## config.mk

```make
export PLATFORM = sky130hd
export DESIGN_NAME = pss_status_regs
export DESIGN_NICKNAME = d
export VERILOG_FILES = /design/src/pss_pkg.sv /design/src/pss_status_regs.sv
export SDC_FILE = /design/constraint.sdc
export NUM_CORES = 1
export LEC_CHECK = 0
export ABC_AREA = 0
export BUFFER_PORTS_ARGS = -buffer_cell sky130_fd_sc_hd__buf_4
export CELL_PAD_IN_SITES_DETAIL_PLACEMENT = 2
export CELL_PAD_IN_SITES_GLOBAL_PLACEMENT = 2
export CORE_ASPECT_RATIO = 1.2
export CORE_MARGIN = 4
export CORE_UTILIZATION = 25
export CTS_CLUSTER_SIZE = 40
export DETAILED_ROUTE_END_ITERATION = 8
export PLACE_DENSITY_LB_ADDON = 0.1
export SYNTH_ARGS = -nofsm -noshare
export SYNTH_HDL_FRONTEND = slang
export SYNTH_SLANG_ARGS = --single-unit
```

## constraint.sdc

```tcl
create_clock -name clk_i -period 1.1 [get_ports clk_i]
set_clock_uncertainty 0.05 [all_clocks]
set_input_delay 0.11 -clock clk_i [delete_from_list [all_inputs] [get_ports clk_i]]
set_output_delay 0.11 -clock clk_i [all_outputs]
set_load 0.02 [all_outputs]
```

## src/pss_pkg.sv

```systemverilog
package pss_pkg;
    // register indexes; byte address is four times the index
    localparam logic [5:0] IDX_STATUS   = 6'h10;
    localparam logic [5:0] IDX_CONTROL  = 6'h11;
    localparam logic [5:0] IDX_IRQ_STS  = 6'h18;
    localparam logic [5:0] IDX_IRQ_MASK = 6'h19;

    // reset values
    localparam logic [15:0] STATUS_RST  = 16'h0002;
    localparam logic [15:0] CONTROL_RST = 16'h0108;
    localparam logic [3:0]  IRQ_RST     = 4'h0;
    // control bits that software may hold (reserved ones read zero)
    localparam logic [15:0] CONTROL_WMASK = 16'hFB1F;

    // summary word field positions
    localparam int B_SWAP   = 14;
    localparam int B_RXERR  = 13;
    localparam int B_POL    = 12;
    localparam int B_FCAR   = 11;
    localparam int B_SIGDET = 10;
    localparam int B_DLOCK  = 9;
    localparam int B_PAGE   = 8;
    localparam int B_IPEND  = 7;
    localparam int B_RFAULT = 6;
    localparam int B_JAB    = 5;
    localparam int B_ANDONE = 4;
    localparam int B_LOOP   = 3;
    localparam int B_DUPLEX = 2;
    localparam int B_SPEED  = 1;
    localparam int B_LINK   = 0;

    // interrupt status bit positions
    localparam int I_RXERR  = 0;
    localparam int I_FCAR   = 1;
    localparam int I_RFAULT = 2;
    localparam int I_LINK   = 3;
endpackage : pss_pkg

```

## src/pss_status_regs.sv

```systemverilog
// Added by the designer: the Wishbone register port.
`timescale 1ns/1ps
module pss_status_regs (
    input  wire logic        clk_i,
    input  wire logic        rst_i,
    // wishbone classic slave
    input  wire logic        cyc_i,
    input  wire logic        stb_i,
    input  wire logic        we_i,
    input  wire logic [7:0]  adr_i,
    input  wire logic [3:0]  sel_i,
    input  wire logic [31:0] dat_i,
    output logic      [31:0] dat_o,
    output logic             ack_o,
    // status sources, same clock
    input  wire logic        pair_swap_i,
    input  wire logic        rx_err_ev_i,
    input  wire logic        rx_err_cnt_rd_i,
    input  wire logic        polarity_inv_i,
    input  wire logic        false_car_ev_i,
    input  wire logic        false_car_cnt_rd_i,
    input  wire logic        signal_detect_i,
    input  wire logic        descr_lock_i,
    input  wire logic        page_rcvd_i,
    input  wire logic        int_pending_i,
    input  wire logic        int_status_rd_i,
    input  wire logic        remote_fault_ev_i,
    input  wire logic        base_status_rd_i,
    input  wire logic        jabber_i,
    input  wire logic        an_enable_i,
    input  wire logic        an_complete_i,
    input  wire logic        an_full_duplex_i,
    input  wire logic        an_speed_10_i,
    input  wire logic        mii_loopback_i,
    input  wire logic        link_i,
    // pins: strap levels and pin mode
    input  wire logic        strap_duplex_i,
    input  wire logic        strap_speed_10_i,
    input  wire logic        ext_mode_i,
    output logic             irq_o
);

    ////////////////////////////////////////////////////////////////////
    // state

    typedef struct packed {
        logic [1:0]  dup_sync;
        logic [1:0]  spd_sync;
        logic [1:0]  ext_sync;
        logic [1:0]  sync_fill;
        logic        strap_taken;
        logic        strap_dup;
        logic        strap_spd;
        logic        strap_ext;
        logic        rxerr;
        logic        fcar;
        logic        ipend;
        logic        rfault;
        logic        link_prev;
        logic [15:0] status;
        logic [15:0] control;
        logic [3:0]  irq_sts;
        logic [3:0]  irq_mask;
        logic        ack;
        logic [31:0] rdata;
    } pss_state_type;

    pss_state_type s_q;
    pss_state_type s_d;

    logic       req;
    logic [5:0] idx;
    logic [3:0] irq_ev;
    logic       duplex_v;
    logic       speed_v;

    // merge byte lanes of a write into a 16-bit register
    function automatic logic [15:0] pss_merge(input logic [15:0] old,
                                              input logic [31:0] wd,
                                              input logic [3:0]  sel);
        logic [15:0] r;
        r = old;
        if (sel[0]) begin
            r[7:0] = wd[7:0];
        end
        if (sel[1]) begin
            r[15:8] = wd[15:8];
        end
        return r;
    endfunction

    ////////////////////////////////////////////////////////////////////
    // next state

    // one request per ack; the gap cycle keeps one read from clearing twice
    assign req = cyc_i && stb_i && !s_q.ack;
    assign idx = adr_i[7:2];

    always_comb begin
        s_d = s_q;
        irq_ev = 4'h0;
        duplex_v = 1'b0;
        speed_v = 1'b1;

        // pins pass two flops; the first stage feeds only the second
        s_d.dup_sync = {s_q.dup_sync[0], strap_duplex_i};
        s_d.spd_sync = {s_q.spd_sync[0], strap_speed_10_i};
        s_d.ext_sync = {s_q.ext_sync[0], ext_mode_i};
        // straps are caught once after reset, when the sync chain is full;
        // catching at once would take the zeros that reset left in it
        s_d.sync_fill = {s_q.sync_fill[0], 1'b1};
        if (!s_q.strap_taken && s_q.sync_fill[1]) begin
            s_d.strap_taken = 1'b1;
            s_d.strap_dup = s_q.dup_sync[1];
            s_d.strap_spd = s_q.spd_sync[1];
            s_d.strap_ext = s_q.ext_sync[1];
        end

        // latched bits: a new event wins over the clearing read
        if (rx_err_ev_i) begin
            s_d.rxerr = 1'b1;
        end else if (rx_err_cnt_rd_i) begin
            s_d.rxerr = 1'b0;
        end
        if (false_car_ev_i) begin
            s_d.fcar = 1'b1;
        end else if (false_car_cnt_rd_i) begin
            s_d.fcar = 1'b0;
        end
        if (int_pending_i) begin
            s_d.ipend = 1'b1;
        end else if (int_status_rd_i) begin
            s_d.ipend = 1'b0;
        end
        if (remote_fault_ev_i) begin
            s_d.rfault = 1'b1;
        end else if (base_status_rd_i) begin
            s_d.rfault = 1'b0;
        end

        // forced-speed fallback until the strap is caught keeps reset value
        if (an_enable_i) begin
            duplex_v = an_full_duplex_i;
            speed_v = an_speed_10_i;
        end else if (s_q.strap_ext) begin
            duplex_v = 1'b1;
            speed_v = 1'b1;
        end else if (s_q.strap_taken) begin
            duplex_v = s_q.strap_dup;
            speed_v = s_q.strap_spd;
        end

        // summary word, rebuilt every cycle
        s_d.status = 16'h0000;
        s_d.status[pss_pkg::B_SWAP] = pair_swap_i;
        s_d.status[pss_pkg::B_RXERR] = s_q.rxerr;
        s_d.status[pss_pkg::B_POL] = polarity_inv_i;
        s_d.status[pss_pkg::B_FCAR] = s_q.fcar;
        s_d.status[pss_pkg::B_SIGDET] = signal_detect_i;
        s_d.status[pss_pkg::B_DLOCK] = descr_lock_i;
        s_d.status[pss_pkg::B_PAGE] = page_rcvd_i;
        s_d.status[pss_pkg::B_IPEND] = s_q.ipend;
        s_d.status[pss_pkg::B_RFAULT] = s_q.rfault;
        s_d.status[pss_pkg::B_JAB] = jabber_i;
        s_d.status[pss_pkg::B_ANDONE] = an_complete_i;
        s_d.status[pss_pkg::B_LOOP] = mii_loopback_i;
        s_d.status[pss_pkg::B_DUPLEX] = duplex_v;
        s_d.status[pss_pkg::B_SPEED] = speed_v;
        s_d.status[pss_pkg::B_LINK] = link_i;

        // interrupt events
        irq_ev[pss_pkg::I_RXERR] = rx_err_ev_i;
        irq_ev[pss_pkg::I_FCAR] = false_car_ev_i;
        irq_ev[pss_pkg::I_RFAULT] = remote_fault_ev_i;
        irq_ev[pss_pkg::I_LINK] = link_i ^ s_q.link_prev;
        s_d.link_prev = link_i;

        // bus: answer one cycle after the request, unmapped reads zero
        s_d.ack = req;
        s_d.rdata = 32'h0000_0000;
        if (req && !we_i) begin
            case (idx)
                pss_pkg::IDX_STATUS: begin
                    s_d.rdata = {16'h0000, s_q.status};
                end
                pss_pkg::IDX_CONTROL: begin
                    s_d.rdata = {16'h0000, s_q.control};
                end
                pss_pkg::IDX_IRQ_STS: begin
                    s_d.rdata = {28'h0000000, s_q.irq_sts};
                end
                pss_pkg::IDX_IRQ_MASK: begin
                    s_d.rdata = {28'h0000000, s_q.irq_mask};
                end
                default: begin
                    s_d.rdata = 32'h0000_0000;
                end
            endcase
        end
        // summary word has no write path at all
        if (req && we_i) begin
            case (idx)
                pss_pkg::IDX_CONTROL: begin
                    s_d.control = pss_merge(s_q.control, dat_i, sel_i)
                                  & pss_pkg::CONTROL_WMASK;
                end
                pss_pkg::IDX_IRQ_MASK: begin
                    if (sel_i[0]) begin
                        s_d.irq_mask = dat_i[3:0];
                    end
                end
                default: begin
                    s_d.control = s_q.control;
                end
            endcase
        end

        // status read clears, but an event in that cycle survives
        if (req && !we_i && idx == pss_pkg::IDX_IRQ_STS) begin
            s_d.irq_sts = irq_ev;
        end else begin
            s_d.irq_sts = s_q.irq_sts | irq_ev;
        end
    end

    ////////////////////////////////////////////////////////////////////
    // registers

    always_ff @(posedge clk_i) begin
        if (rst_i) begin
            s_q <= '0;
            s_q.status <= pss_pkg::STATUS_RST;
            s_q.control <= pss_pkg::CONTROL_RST;
            s_q.irq_sts <= pss_pkg::IRQ_RST;
            s_q.irq_mask <= pss_pkg::IRQ_RST;
        end else begin
            s_q <= s_d;
        end
    end

    // outputs
    assign dat_o = s_q.rdata;
    assign ack_o = s_q.ack;
    assign irq_o = |(s_q.irq_sts & s_q.irq_mask);

    ////////////////////////////////////////////////////////////////////
    // checks

    property p_rxerr_set;
        @(posedge clk_i) disable iff (rst_i)
        rx_err_ev_i |=> ##1 s_q.status[13];
    endproperty
    a_rxerr_set: assert property (p_rxerr_set)
        else $error("receive error latch not set");

    property p_rxerr_clr;
        @(posedge clk_i) disable iff (rst_i)
        rx_err_cnt_rd_i && !rx_err_ev_i |=> !s_q.rxerr ##1 !s_q.status[13];
    endproperty
    a_rxerr_clr: assert property (p_rxerr_clr)
        else $error("receive error latch not cleared");

    property p_fcar_hold;
        @(posedge clk_i) disable iff (rst_i)
        s_q.fcar && !false_car_cnt_rd_i |=> s_q.fcar;
    endproperty
    a_fcar_hold: assert property (p_fcar_hold)
        else $error("false carrier latch dropped");

    property p_rfault;
        @(posedge clk_i) disable iff (rst_i)
        remote_fault_ev_i ##1 !base_status_rd_i |=> s_q.status[6];
    endproperty
    a_rfault: assert property (p_rfault)
        else $error("remote fault not reported");

    property p_ipend_clr;
        @(posedge clk_i) disable iff (rst_i)
        int_status_rd_i && !int_pending_i |=> !s_q.ipend;
    endproperty
    a_ipend_clr: assert property (p_ipend_clr)
        else $error("pending bit not cleared");

    property p_link_mirror;
        @(posedge clk_i) disable iff (rst_i)
        ##1 s_q.status[0] == $past(link_i);
    endproperty
    a_link_mirror: assert property (p_link_mirror)
        else $error("link bit not mirrored");

    property p_bit15;
        @(posedge clk_i) disable iff (rst_i)
        ack_o |-> dat_o[15] == 1'b0 || $past(idx) != pss_pkg::IDX_STATUS;
    endproperty
    a_bit15: assert property (p_bit15)
        else $error("reserved bit reads one");

    property p_ext_duplex;
        @(posedge clk_i) disable iff (rst_i)
        !an_enable_i && s_q.strap_ext |=> s_q.status[2] && s_q.status[1];
    endproperty
    a_ext_duplex: assert property (p_ext_duplex)
        else $error("forced mode not full duplex 10");

    property p_ack_once;
        @(posedge clk_i) disable iff (rst_i)
        ack_o |=> !ack_o;
    endproperty
    a_ack_once: assert property (p_ack_once)
        else $error("ack held two cycles");

    property p_fcar_set;
        @(posedge clk_i) disable iff (rst_i)
        false_car_ev_i |=> s_q.fcar ##1 s_q.status[11];
    endproperty
    a_fcar_set: assert property (p_fcar_set)
        else $error("false carrier latch not set");

    property p_ipend_set;
        @(posedge clk_i) disable iff (rst_i)
        int_pending_i |=> s_q.ipend ##1 s_q.status[7];
    endproperty
    a_ipend_set: assert property (p_ipend_set)
        else $error("pending bit not set");

    property p_pol_mirror;
        @(posedge clk_i) disable iff (rst_i)
        ##1 s_q.status[12] == $past(polarity_inv_i);
    endproperty
    a_pol_mirror: assert property (p_pol_mirror)
        else $error("polarity bit not mirrored");

    // straps only count once caught; before that the reset value stands
    property p_strap_common_pinout_mode;
        @(posedge clk_i) disable iff (rst_i)
        !an_enable_i && !s_q.strap_ext && s_q.strap_taken
            |=> s_q.status[2] == $past(s_q.strap_dup)
                && s_q.status[1] == $past(s_q.strap_spd);
    endproperty
    a_strap_common_pinout_mode: assert property (p_strap_common_pinout_mode)
        else $error("strapped duplex or speed not shown");

    // no disable here: the check is about the reset itself
    property p_reset_value;
        @(posedge clk_i)
        rst_i |=> s_q.status == pss_pkg::STATUS_RST && !ack_o && !irq_o;
    endproperty
    a_reset_value: assert property (p_reset_value)
        else $error("summary word reset value wrong");

    property p_ack_next;
        @(posedge clk_i) disable iff (rst_i)
        cyc_i && stb_i && !ack_o |=> ack_o;
    endproperty
    a_ack_next: assert property (p_ack_next)
        else $error("request not answered next cycle");

    c_status_read: cover property (@(posedge clk_i) disable iff (rst_i)
        req && !we_i && idx == pss_pkg::IDX_STATUS ##1 ack_o);
    c_irq: cover property (@(posedge clk_i) disable iff (rst_i)
        $rose(irq_o));
    c_set_clear: cover property (@(posedge clk_i) disable iff (rst_i)
        rx_err_ev_i && rx_err_cnt_rd_i);
    c_strap_caught: cover property (@(posedge clk_i) disable iff (rst_i)
        $rose(s_q.strap_taken));
    c_latch_clear: cover property (@(posedge clk_i) disable iff (rst_i)
        s_q.rxerr ##1 !s_q.rxerr);

endmodule // pss_status_regs

```

Word-level counts from Yosys, hierarchy flattened:

Index checks and enable logic that the tools add are counted.

* register bits: 86
* bits in latches: 0
* RAM bits: 0
* memory bits (read-only): 0
* input port bits: 72
* output and inout bits: 34
* logic and storage cells: 74
* memories: 0

* add/subtract/negate cells: 0
* multipliers: 0
* div/mod/pow operators: 0
* order comparisons: 0
* equal/unequal tests: 4
* shift operators: 0
* muxes and demuxes: 26
* bitwise gates (word level): 4
* reduce and logical (&&, ||, !) cells: 18

Operators with widths (number)
* $mux 83: 1
* $pmux 16 s4: 1
* $mux 16: 3
* $eq 6x5->1 const B: 4
* $mux 4: 5
* $mux 1: 14
* $reduce_and 3->1: 3
* $mux 8: 1
* $reduce_bool 2->1: 4
* $logic_and 1x1->1: 6
* $mux 5: 1
* $and 4x4->4: 1
* $or 4x4->4: 1
* $reduce_or 4->1: 1
* $logic_not 1->1: 3
* $reduce_or 2->1: 1
* $not 1->1: 1
* $xor 1x1->1: 1

Longest topological paths before layout:

Gate-level depths: netlist (run 1).

* word-level depth: 6
* mapped depth: 5
* gate-level depth less buffers: 3

Worst setup path before layout (run 1):

No wires, ideal clock.

* kind: register to register
* start: reg s_q (netlist bit ack_o)
* end: reg s_q[49] (netlist name)
* setup time: 0.072 ns
* arrival: 1.235 ns
* data required time: 0.978 ns
* path slack: -0.257 ns
* cell stages (with the launch flop): 6
* path buffers: 2
* clock period less this slack: 1.357 ns
* path through: dfxtp_1 > and3b_1 > buf_2 > and4_1 > buf_4 > mux2i_1

* word-level cells in the longest chain between the ends: 4

Ends and longest elaborated chain
* from (decl): line pss_status_regs.sv:68 `pss_state_type s_q;`
* $logic_not 1->1: line pss_status_regs.sv:96 `assign req = cyc_i && stb_i && !s_q.ack;`
* $logic_and 1x1->1: line pss_status_regs.sv:96
* $logic_and 1x1->1: line pss_status_regs.sv:201 `if (req && we_i) begin`
* $reduce_and 3->1 (no line)

Every way passes these cells.
A chain may end at the register's enable or synchronous reset.

Worst setup path after layout (run 1):

* start: reg s_q[37] (netlist name)
* end: out irq_o

* word-level cells in the longest chain between the ends: 2

Ends and longest elaborated chain
* $and 4x4->4: line pss_status_regs.sv:244 `assign irq_o = |(s_q.irq_sts & s_q.irq_mask);`
* $reduce_or 4->1: line pss_status_regs.sv:244
* to (decl): line pss_status_regs.sv:40 `output logic irq_o`

Every way passes these cells.

==> summary.md, run 1 <==
| Metric | Value |
|---|---|
| Status | `complete, but fails checks` |
| Violated checks | `setup timing` |
| Drt wl/cell | `15.64 um` |
| EDFF count, synth | `0` |
| Sequential fraction of the synthesis area | `48.81%` |
| N_diodes | `0` |
| CP Launch Type | `register` |
| Compound-cell area share of the yosys netlist | `6.012%` |
| WS Path Type | `register to output port` |
| Core area | `10,980 um2` |
| Leak pwr | `1.640 nW` |
| Final Hold Viols | `0` |
| Maximum number of pins on one net before global-route repair | `29` |
| Clk network pwr share | `47.9%` |
| Cell Rows | `42` |
| TritonCTS clock tree | `yes` |
| Logic pwr share | `9.1%` |
| GR Util All Layers | `12.79%` |
| CTS root buffer | `clkbuf_16` |
| CTS Buf Count | `9` |
| Clk Latency, worst-skew pair | `0.33 ns` |
| Final setup TNS | `-3.082 ns` |
| Post-synth cell types | `36` |
| Post-synthesis mux area share | `8.434%` |
| Vias in the first global route | `2,393` |
| Critical Path Sink Type | `output port` |
| Power Dens Cells | `1518 nW/um2` |
| Post-DRT Antenna Nets | `0` |
| I/O pins | `106` |
| Die X | `104.4 um` |
| Initial core utilization | `25.39%` |
| Hold Crit Class | `primary input to register` |
| Simple-Gate Fraction of Synth Area | `23.87%` |
| P_int | `0.004631 W` |
| Pre-antenna DRT Iters | `4` |
| #FFs+latches synth | `68` |
| Ys flop type | `dfxtp_1` |
| Post-synth ARST share | `0%` |
| Post-detailed-routing wire length | `8055 um` |
| Vias/cell | `4.297` |
| Pins Over Slew Limit | `0` |
| Post-synth top area cell | `dfxtp_1` |
| Final Setup Violations | `35` |
| First-pass GRT wire length | `12,590 um` |
| Largest cells by area after synthesis | `dfxtp_1, buf_4, mux2i_1, nor2b_1, nand3_1` |
| Worst ir drop on vdd | `566.3 uV` |
| Xor/xnor share of the synthesized area | `0.3140%` |
| Chip height | `123.7 um` |
| Switch Pwr | `0.001356 W` |
| Largest family of logic cells by synthesized area | `simple AND/OR/NAND/NOR gates` |
| Antenna violations before repair | `0` |
| DR iter-0 viols | `75` |
| Final worst slack | `-0.1252 ns` |
| Worst hold slack | `0.01648 ns` |
| Unrepaired setup endpoints after global routing | `true` |
| Fmax | `0.8162 GHz` |
| Worst-path clk slew | `0.05 ns` |
| Worst reg2reg setup slack | `-0.12 ns` |
| Synthesized cell area | `2789 um2` |
| Die area | `12,920 um2` |
| DRC viols | `0` |
| Vias | `2,213` |
| Routability-driven placement congestion ratio | `0.7079` |
| Port Buffers | `65` |
| Clk sinks | `68` |
| Period utilization | `111.4%` |
| Post-synth top area share | `48.81%` |
| Top cells by count, synth | `dfxtp_1, buf_4, nand2_1, nand3_1, nor2b_1` |
| Required @ worst endpoint | `0.94 ns` |
| Share of cells above drive strength 1 | `33.42%` |
| Area delta synth->final | `41.41%` |
| Post-Synth Adder-Cell Area | `0%` |
| Final #Nets | `450` |
| DP HPWL | `5955 um` |
| Synth warnings | `0` |
| Top-count cell post-synth | `dfxtp_1` |
| GRT Residual Overflow | `0` |
| CP max FO | `3` |
| Switching Fraction | `22.64%` |
| Max-cap violations | `0` |
| Maximum root-to-sink buffer count | `2` |
| Avg Inst Size Synth | `9.551 um2` |
| CP arrival | `1.07 ns` |
| Sequential share of power | `42.9%` |
| Htree depth | `3` |
| Fin crit period | `1.225 ns` |
| Cells after Synth | `292` |
[repair_timing]
| item | CTS | global route |
|---|---|---|
| setup buffers | 0 | 0 |
| endpoints found under the setup margin | 34 | 38 |
| resized for setup | 12 | 7 |
| cloned | 0 | 1 |
| hold buffers | 24 | 0 |
| endpoints found under the hold margin | 24 | 0 |
| pin swaps | 5 | 1 |
[worst max-delay path, cell delays in order (launching register included)]
cell and delay [ns]:
dfxtp_2 0.33, a22oi_2 0.18, nand2_1 0.09, buf_6 0.14
[routing by layer]
metal	track usage (%)	wire length, um
met5	0	0
met3	2.644	285
met4	6.733	155
met1	14.51	3430
met2	22.78	4183
[area by class of cell]
type                            instances  area [um2]
Sequential cell                        68        1366
Clock inverter                          4       48.80
Clock buffer                           12       246.5
Multi-Input combinational cell        186        1204
Tap cell                              132       165.2
Inverter                                5       18.77
Timing Repair Buffer                  108       894.6
Fill cell                            1210        7039
[placed cells by master, fill, tap and decap left out, drive strengths merged, types with 5 or more instances in the layout]
cell,n
nand2,26
nor3,6
clkbuf,12
nor2,20
buf,84
and3,5
a31oi,5
dlygate4sd3,24
a21oi,11
nand3,28
nor2b,23
mux2i,19
dfxtp,68
conb,16
[state kept, by name, summed over array words and instances, names as in the netlist]
register  flops
ack_o         1
s_d           8
dat_o        16
s_q          43
[stage by stage]
stage / instances / cell area (um2) / util (%) / worst slack, ns / total power, W
after floorplan: 307 / 2860 / - / -0.1709 / 0.002884
after detailed placement: 475 / 3347 / 30.47 / -0.2800 / 0.003092
after CTS: 514 / 3905 / 35.55 / -0.1444 / 0.006072
after global routing: 515 / 3944 / 35.91 / -0.1950 / 0.006259
after global placement: 475 / 3347 / 30.47 / -0.2273 / 0.003083
final: 515 / 3944 / 35.91 / -0.1252 / 0.005986
[power groups by stage]
stage               clock (W)  sequential (W)  combinational [W]
global route          0.00308         0.00258           0.000603
CTS                   0.00296         0.00257           0.000546
global placement            0         0.00262           0.000464
finish                0.00287         0.00257           0.000548
floorplan                   0         0.00261           0.000275
detailed placement          0         0.00262           0.000471
[logic make-up after synthesis]
group / count (synthesis)
buffers and inverters: 54
AND/OR/NAND/NOR: 121
other: 1
XOR/XNOR: 1
multiplexers: 23
flip-flops: 68
AO/OA/AOI/OAI: 24
[worst paths after layout]
path                            from              endpoint  cells past startpoint
setup reg to reg    ack_o$_SDFF_PP0_  s_q[35]$_SDFFE_PP0P_                      4
setup / recovery  s_q[37]$_SDFF_PP0_                 irq_o                      3
hold reg to reg   s_d[89]$_SDFF_PP0_    s_q[89]$_SDFF_PP0_                      1
hold / removal              dat_i[3]  s_q[36]$_SDFFE_PP0P_                      3
(Power assumes the default switching activity.)
==> inputs of run 2 (changes only) <==
--- a/config.mk
+++ b/config.mk
@@ -5,15 +5,16 @@
 export SDC_FILE = /design/constraint.sdc
 export NUM_CORES = 1
 export LEC_CHECK = 0
-export ABC_AREA = 0
+export ABC_AREA = 1
 export BUFFER_PORTS_ARGS = -buffer_cell sky130_fd_sc_hd__buf_4
 export CELL_PAD_IN_SITES_DETAIL_PLACEMENT = 2
 export CELL_PAD_IN_SITES_GLOBAL_PLACEMENT = 2
 export CORE_ASPECT_RATIO = 1.2
 export CORE_MARGIN = 4
-export CORE_UTILIZATION = 25
+export CORE_UTILIZATION = 24
 export CTS_CLUSTER_SIZE = 40
 export DETAILED_ROUTE_END_ITERATION = 8
+export MAX_ROUTING_LAYER = met4
 export PLACE_DENSITY_LB_ADDON = 0.1
 export SYNTH_ARGS = -nofsm -noshare
 export SYNTH_HDL_FRONTEND = slang
==> summary.md, run 2 <==
| Metric | Value |
|---|---|
| Status | `complete, but fails checks` |
| Violated checks | `setup timing` |
| Final #Nets | `553` |
| Top cells by count, synth | `dfxtp_1, inv_1, nor2_1` |
| Final worst slack | `-0.1214 ns` |
| TritonCTS clock tree | `yes` |
| Pins Over Slew Limit | `0` |
| Worst reg2reg setup slack | `-0.12 ns` |
| Crit path max-delay family | `simple AND/OR/NAND/NOR gates` |
| Commonest non-fill, non-tap cells in the layout | `buf_4, inv_1, dfxtp_1, nor2_1, nand2_1` |
| CP max stage delay | `0.34 ns` |
| Xor/xnor share of the synthesized area | `0.3043%` |
| Post-synth top area share | `47.30%` |
| Chip height | `128.0 um` |
| Power Dens Cells | `1439 nW/um2` |
| Final Setup Violations | `36` |
| DP HPWL | `6519 um` |
| Cells after Synth | `384` |
| CP arrival | `1.39 ns` |
| Simple-Gate Fraction of Synth Area | `29.00%` |
| Worst path most repeated cell | `buf_6` |
| EDFF count, synth | `0` |
| Port Buffers | `65` |
| FF-to-FF Start | `ack_o$_SDFF_PP0_` |
| DRC viols | `0` |
| Sequential fraction of the synthesis area | `47.30%` |
| Setup slack at placement | `-0.3062 ns` |
| Post-detailed-routing wire length | `8656 um` |
| First-pass GRT wire length | `14,080 um` |
| Final setup TNS | `-2.242 ns` |
| Fmax | `0.8187 GHz` |
| DR iter-0 viols | `47` |
| Worst ir drop on vdd | `569.8 uV` |
| Critical Path Sink Type | `register` |
| Final Hold Viols | `0` |
| Max FFs per register | `43` |
| Vias in the first global route | `2,838` |
| Avg Inst Size Synth | `7.494 um2` |
| Hold Path Depth | `3` |
| Post-synthesis mux area share | `0%` |
| Worst hold start | `dat_i[8]` |
| Largest family of logic cells by synthesized area | `simple AND/OR/NAND/NOR gates` |
| Fin crit period | `1.221 ns` |
| Die X | `108.0 um` |
| Die area | `13,810 um2` |
| Required @ worst endpoint | `1.27 ns` |
| FF-to-FF path depth | `8` |
| Clk Latency, worst-skew pair | `0.32 ns` |
| Initial core utilization | `24.65%` |
| Vias | `2,608` |
| Synth warnings | `0` |
| Post-synth cell types | `25` |
| Post-Synth Adder-Cell Area | `0%` |
| I/O pins | `106` |
| Clk sinks | `68` |
| Core area | `11,670 um2` |
| WS Path Type | `register to register` |
| Cell Rows | `43` |
| CP max FO | `5` |
| Area delta synth->final | `44.52%` |
| CTS root buffer | `clkbuf_16` |
| Hold Crit Class | `primary input to register` |
| Worst-path clk slew | `0.05 ns` |
| Largest cells by area after synthesis | `dfxtp_1, buf_4, inv_1, nor2_1, nand2_1` |
| Unrepaired setup endpoints after global routing | `true` |
| Drt wl/cell | `13.48 um` |
| Antenna violations before repair | `0` |
| Max stage delay cell, worst path | `dfxtp_4` |
| Leading cell type in the layout, fill and taps excluded | `buf_4` |
| WP buf/inv | `3` |
| GR Util All Layers | `13.51%` |
| N_diodes | `0` |
| Compound-cell area share of the yosys netlist | `4.261%` |
| Register with the most flip-flops | `s_q` |
| GRT Residual Overflow | `0` |
| Post-DRT Antenna Nets | `0` |
| Maximum root-to-sink buffer count | `2` |
| Ys flop type | `dfxtp_1` |
| Maximum number of pins on one net before global-route repair | `28` |
| Share of cells above drive strength 1 | `32.16%` |
| Top-count cell post-synth | `dfxtp_1` |
| Vias/cell | `4.062` |
| Leak pwr | `2.017 nW` |
| Synthesized cell area | `2878 um2` |
| Post-synth ARST share | `0%` |
| Hold endpoint | `s_q[49]$_SDFFE_PP1P_` |
| Post-synth top area cell | `dfxtp_1` |
| #FFs+latches synth | `68` |
| Max-cap violations | `0` |
| Htree depth | `3` |
| CP Launch Type | `register` |
| Period utilization | `111.0%` |
| Worst hold slack | `0.01406 ns` |
| Crit path cell chain | `inv_2, nand4_1, buf_6, nor2_4, buf_6, nand3_1, nand2_1, nor2_1` |
| Routability-driven placement congestion ratio | `0.7588` |
| CTS Buf Count | `9` |
| R2r endpoint | `s_q[52]$_SDFFE_PP0P_` |
| Pre-antenna DRT Iters | `4` |
## run 2: cell types whose count changed after synthesis, sizes merged, moves of 5 or more
cell	previous run	this run
inv	4	65
nor2	20	74
nand2	26	61
nor2b	23	0
mux2i	19	0
o21ai	2	15
nand4	1	11
a21oi	11	3
clkbuf	8	0
and3	5	0
nor3	6	1
## run 2: layout make-up
class / count / area (um2)
clock buffer: 11 / 242.7
clock inverter: 4 / 48.80
fill: 1361 / 7516
inverter: 66 / 252.7
multi-input combinational: 224 / 1130
sequential: 68 / 1375
tap: 157 / 196.4
timing repair buffer: 112 / 913.4
## run 2: worst max path at each step
stage                           from                   end  slack [ns]  cells after the start
floorplan           ack_o$_SDFF_PP0_  s_q[41]$_SDFFE_PP0P_       -0.10                      7
global placement    ack_o$_SDFF_PP0_  s_q[41]$_SDFFE_PP0P_       -0.27                      7
detailed placement  ack_o$_SDFF_PP0_  s_q[56]$_SDFFE_PP0P_       -0.31                      7
CTS                 ack_o$_SDFF_PP0_   dat_o[3]$_SDFF_PP0_       -0.14                      6
global route        ack_o$_SDFF_PP0_  s_q[55]$_SDFFE_PP0P_       -0.23                      8
finish              ack_o$_SDFF_PP0_  s_q[52]$_SDFFE_PP0P_       -0.12                      8
## run 2: repair_timing
action / 4_1_cts / 5_1_grt
setup buffers: 7 / 2
gates resized for setup: 17 / 20
endpoints found under the setup margin: 38 / 37
gates cloned: 1 / 0
pin swaps: 15 / 10
hold buffers: 18 / 0
endpoints found under the hold margin: 17 / 0
## run 2: power breakdown
group          switching [W]  internal [W]  total [W]
Combinational       0.000301      0.000278   0.000579
Clock                0.00102       0.00180    0.00282
Sequential         0.0000341       0.00255    0.00258
Total                0.00136       0.00463    0.00598
## run 2: worst register-to-register path, cell delays in order (launching register included)
cell     delay [ns]
dfxtp_4        0.34
inv_2          0.06
nand4_1        0.09
buf_6          0.15
nor2_4         0.12
buf_6          0.14
nand3_1        0.07
nand2_1        0.06
nor2_1         0.04
## run 2: through the flow
| stage | power [W] | utilization [%] | area, um2 | instances |
|---|---|---|---|---|
| 2_1_floorplan | 0.002911 | - | 2947 | 399 |
| 3_3_place_gp | 0.003116 | 29.93 | 3495 | 599 |
| 3_5_place_dp | 0.003127 | 29.93 | 3495 | 599 |
| 4_1_cts | 0.006078 | 34.91 | 4075 | 640 |
| 5_1_grt | 0.006299 | 35.62 | 4159 | 642 |
| 6_report | 0.005984 | 35.62 | 4159 | 642 |
## run 2: per-layer routing
layer	routed length, um	global-route usage, %	vias to the layer above
met5	0	-	-
met4	59	3.343	0
met3	316	3.325	4
met2	4645	23.79	51
met1	3635	15.33	1232
li1	-	-	1321
## run 2: cell families (layout without fill, tap and decap cells)
family                 Yosys count  count (layout)
AND/OR/NAND/NOR                183             184
buffers and inverters          108             193
flip-flops                      68              68
AO/OA/AOI/OAI                   23              23
other                            1              16
XOR/XNOR                         1               1
==> inputs of run 3 (changes only) <==
--- a/config.mk
+++ b/config.mk
@@ -11,7 +11,8 @@
 export CELL_PAD_IN_SITES_GLOBAL_PLACEMENT = 2
 export CORE_ASPECT_RATIO = 1.2
 export CORE_MARGIN = 4
-export CORE_UTILIZATION = 24
+export CORE_UTILIZATION = 25
+export CTS_BUF_LIST = sky130_fd_sc_hd__clkbuf_2 sky130_fd_sc_hd__clkbuf_4 sky130_fd_sc_hd__clkbuf_8
 export CTS_CLUSTER_SIZE = 40
 export DETAILED_ROUTE_END_ITERATION = 8
 export MAX_ROUTING_LAYER = met4
==> summary.md, run 3 (synthesized netlist as in run 2, its figures left out) <==
| Metric | Value |
|---|---|
| Drt wl/cell | `13.91 um` |
| TritonCTS clock tree | `yes` |
| Vias/cell | `4.117` |
| Routability-driven placement congestion ratio | `0.7509` |
| DP HPWL | `6466 um` |
| Worst hold start | `an_speed_10_i` |
| Initial core utilization | `25.83%` |
| R2r endpoint | `s_q[50]$_SDFFE_PP0P_` |
| Htree depth | `3` |
| Cell Rows | `42` |
| Worst reg2reg setup slack | `-0.15 ns` |
| Crit path max-delay family | `simple AND/OR/NAND/NOR gates` |
| Final #Nets | `554` |
| Max FFs per register | `43` |
| Setup slack at placement | `-0.2511 ns` |
| Pins Over Slew Limit | `0` |
| Worst hold slack | `0.01946 ns` |
| Commonest non-fill, non-tap cells in the layout | `buf_4, inv_1, nor2_1, dfxtp_1, nand2_1` |
| Hold endpoint | `s_q[58]$_SDFF_PP1_` |
| Share of cells above drive strength 1 | `29.63%` |
| DR iter-0 viols | `36` |
| Worst-path clk slew | `0.08 ns` |
| Vias in the first global route | `2,874` |
| WP buf/inv | `3` |
| Hold Crit Class | `primary input to register` |
| Final Hold Viols | `0` |
| Chip height | `125.5 um` |
| GR Util All Layers | `14.34%` |
| FF-to-FF path depth | `8` |
| FF-to-FF Start | `ack_o$_SDFF_PP0_` |
| Power Dens Cells | `1332 nW/um2` |
| Post-DRT Antenna Nets | `0` |
| Vias | `2,635` |
| WS Path Type | `register to register` |
| Core area | `11,140 um2` |
| Antenna violations before repair | `0` |
| CP arrival | `1.48 ns` |
| Leak pwr | `1.992 nW` |
| Fill cells | `1,333` |
| Die X | `105.9 um` |
| Unrepaired setup endpoints after global routing | `true` |
| CP max stage delay | `0.35 ns` |
| Clk Latency, worst-skew pair | `0.35 ns` |
| N_diodes | `0` |
| Critical Path Sink Type | `register` |
| Register with the most flip-flops | `s_q` |
| Crit path cell chain | `inv_2, nand4_1, buf_6, nor2_4, nand2_2, clkinv_4, nor2_1, nor2_1` |
| Worst path most repeated cell | `nor2_1` |
| Port Buffers | `65` |
| Layout Cells excl Fill | `640` |
| Final worst slack | `-0.1506 ns` |
| Maximum number of pins on one net before global-route repair | `28` |
| Total chip power | `0.005433 W` |
| Placed insts | `596` |
| Period utilization | `113.7%` |
| Area delta synth->final | `41.78%` |
| Fmax | `0.7996 GHz` |
| CP Depth | `8` |
| CTS Buf Count | `9` |
| Die area | `13,300 um2` |
| Violated checks | `setup timing` |
| Leading cell type in the layout, fill and taps excluded | `buf_4` |
| Pre-antenna DRT Iters | `4` |
| CTS root buffer | `clkbuf_8` |
| First-pass GRT wire length | `14,530 um` |
| Worst ir drop on vdd | `607.3 uV` |
| DRC viols | `0` |
| CP Launch Type | `register` |
| CP max FO | `8` |
| Maximum root-to-sink buffer count | `2` |
| Hold Path Depth | `3` |
| Post-detailed-routing wire length | `8901 um` |
| Max stage delay cell, worst path | `dfxtp_4` |
| I/O pins | `106` |
| Clk sinks | `68` |
| Final Setup Violations | `37` |
| Max-cap violations | `0` |
| Required @ worst endpoint | `1.33 ns` |
| Fin crit period | `1.251 ns` |
| GRT Residual Overflow | `0` |
| Status | `complete, but fails checks` |
run 3: worst max path at each step:
stage                     start                   end  slack [ns]
4_1_cts        ack_o$_SDFF_PP0_   dat_o[0]$_SDFF_PP0_       -0.16
2_1_floorplan  ack_o$_SDFF_PP0_  s_q[41]$_SDFFE_PP0P_       -0.10
3_3_place_gp   ack_o$_SDFF_PP0_  s_q[42]$_SDFFE_PP0P_       -0.20
5_1_grt        ack_o$_SDFF_PP0_  s_q[56]$_SDFFE_PP0P_       -0.25
6_report       ack_o$_SDFF_PP0_  s_q[50]$_SDFFE_PP0P_       -0.15
3_5_place_dp   ack_o$_SDFF_PP0_  s_q[43]$_SDFFE_PP0P_       -0.25
run 3: cell type report:
type | count | area, um2 | share of cell area (%)
multi-input combinational | 224 | 1095 | 26.83
tap | 154 | 192.7 | 4.722
clock buffer | 9 | 123.9 | 3.036
timing repair buffer | 113 | 952.2 | 23.34
clock inverter | 6 | 88.84 | 2.177
sequential | 68 | 1375 | 33.70
inverter | 66 | 252.7 | 6.194
run 3: per-stage QoR:
stage | instance area (um2) | utilization [%] | TNS, ns
finish | 4080 | 36.62 | -3.344
global route | 4080 | 36.62 | -7.136
CTS | 4066 | 36.50 | -4.369
detailed placement | 3516 | 31.56 | -5.811
global placement | 3516 | 31.56 | -4.413
floorplan | 2947 | - | -1.670
run 3: worst register-to-register path: cells and delay by family, from the launching register on:
family	cells	cell delay [ns]
buf+inv	3	0.28
flops	1	0.35
simple gates	5	0.50
run 3: report_power, final:
part	switching (W)	leakage (nW)	internal, W
registers	0.0000352	0.560	0.00254
clock network	0.00100	0.102	0.00127
logic	0.000299	1.33	0.000286
total	0.00134	1.99	0.00410
run 3: metal layers:
| metal | track usage [%] | part of all wire (%) | vias up |
|---|---|---|---|
| li1 | - | - | 1324 |
| met1 | 16.94 | 44 | 1246 |
| met2 | 23.99 | 51 | 53 |
| met3 | 2.526 | 4.1 | 12 |
| met4 | 5.945 | 1.8 | 0 |
| met5 | - | 0 | - |
run 3: timing repair:
item	CTS	global route
buffers inserted	5	2
endpoints found under the hold margin	21	0
pin swaps	8	4
hold buffers	22	0
gates cloned	1	0
gates resized for setup	23	4
setup endpoints to repair	38	39
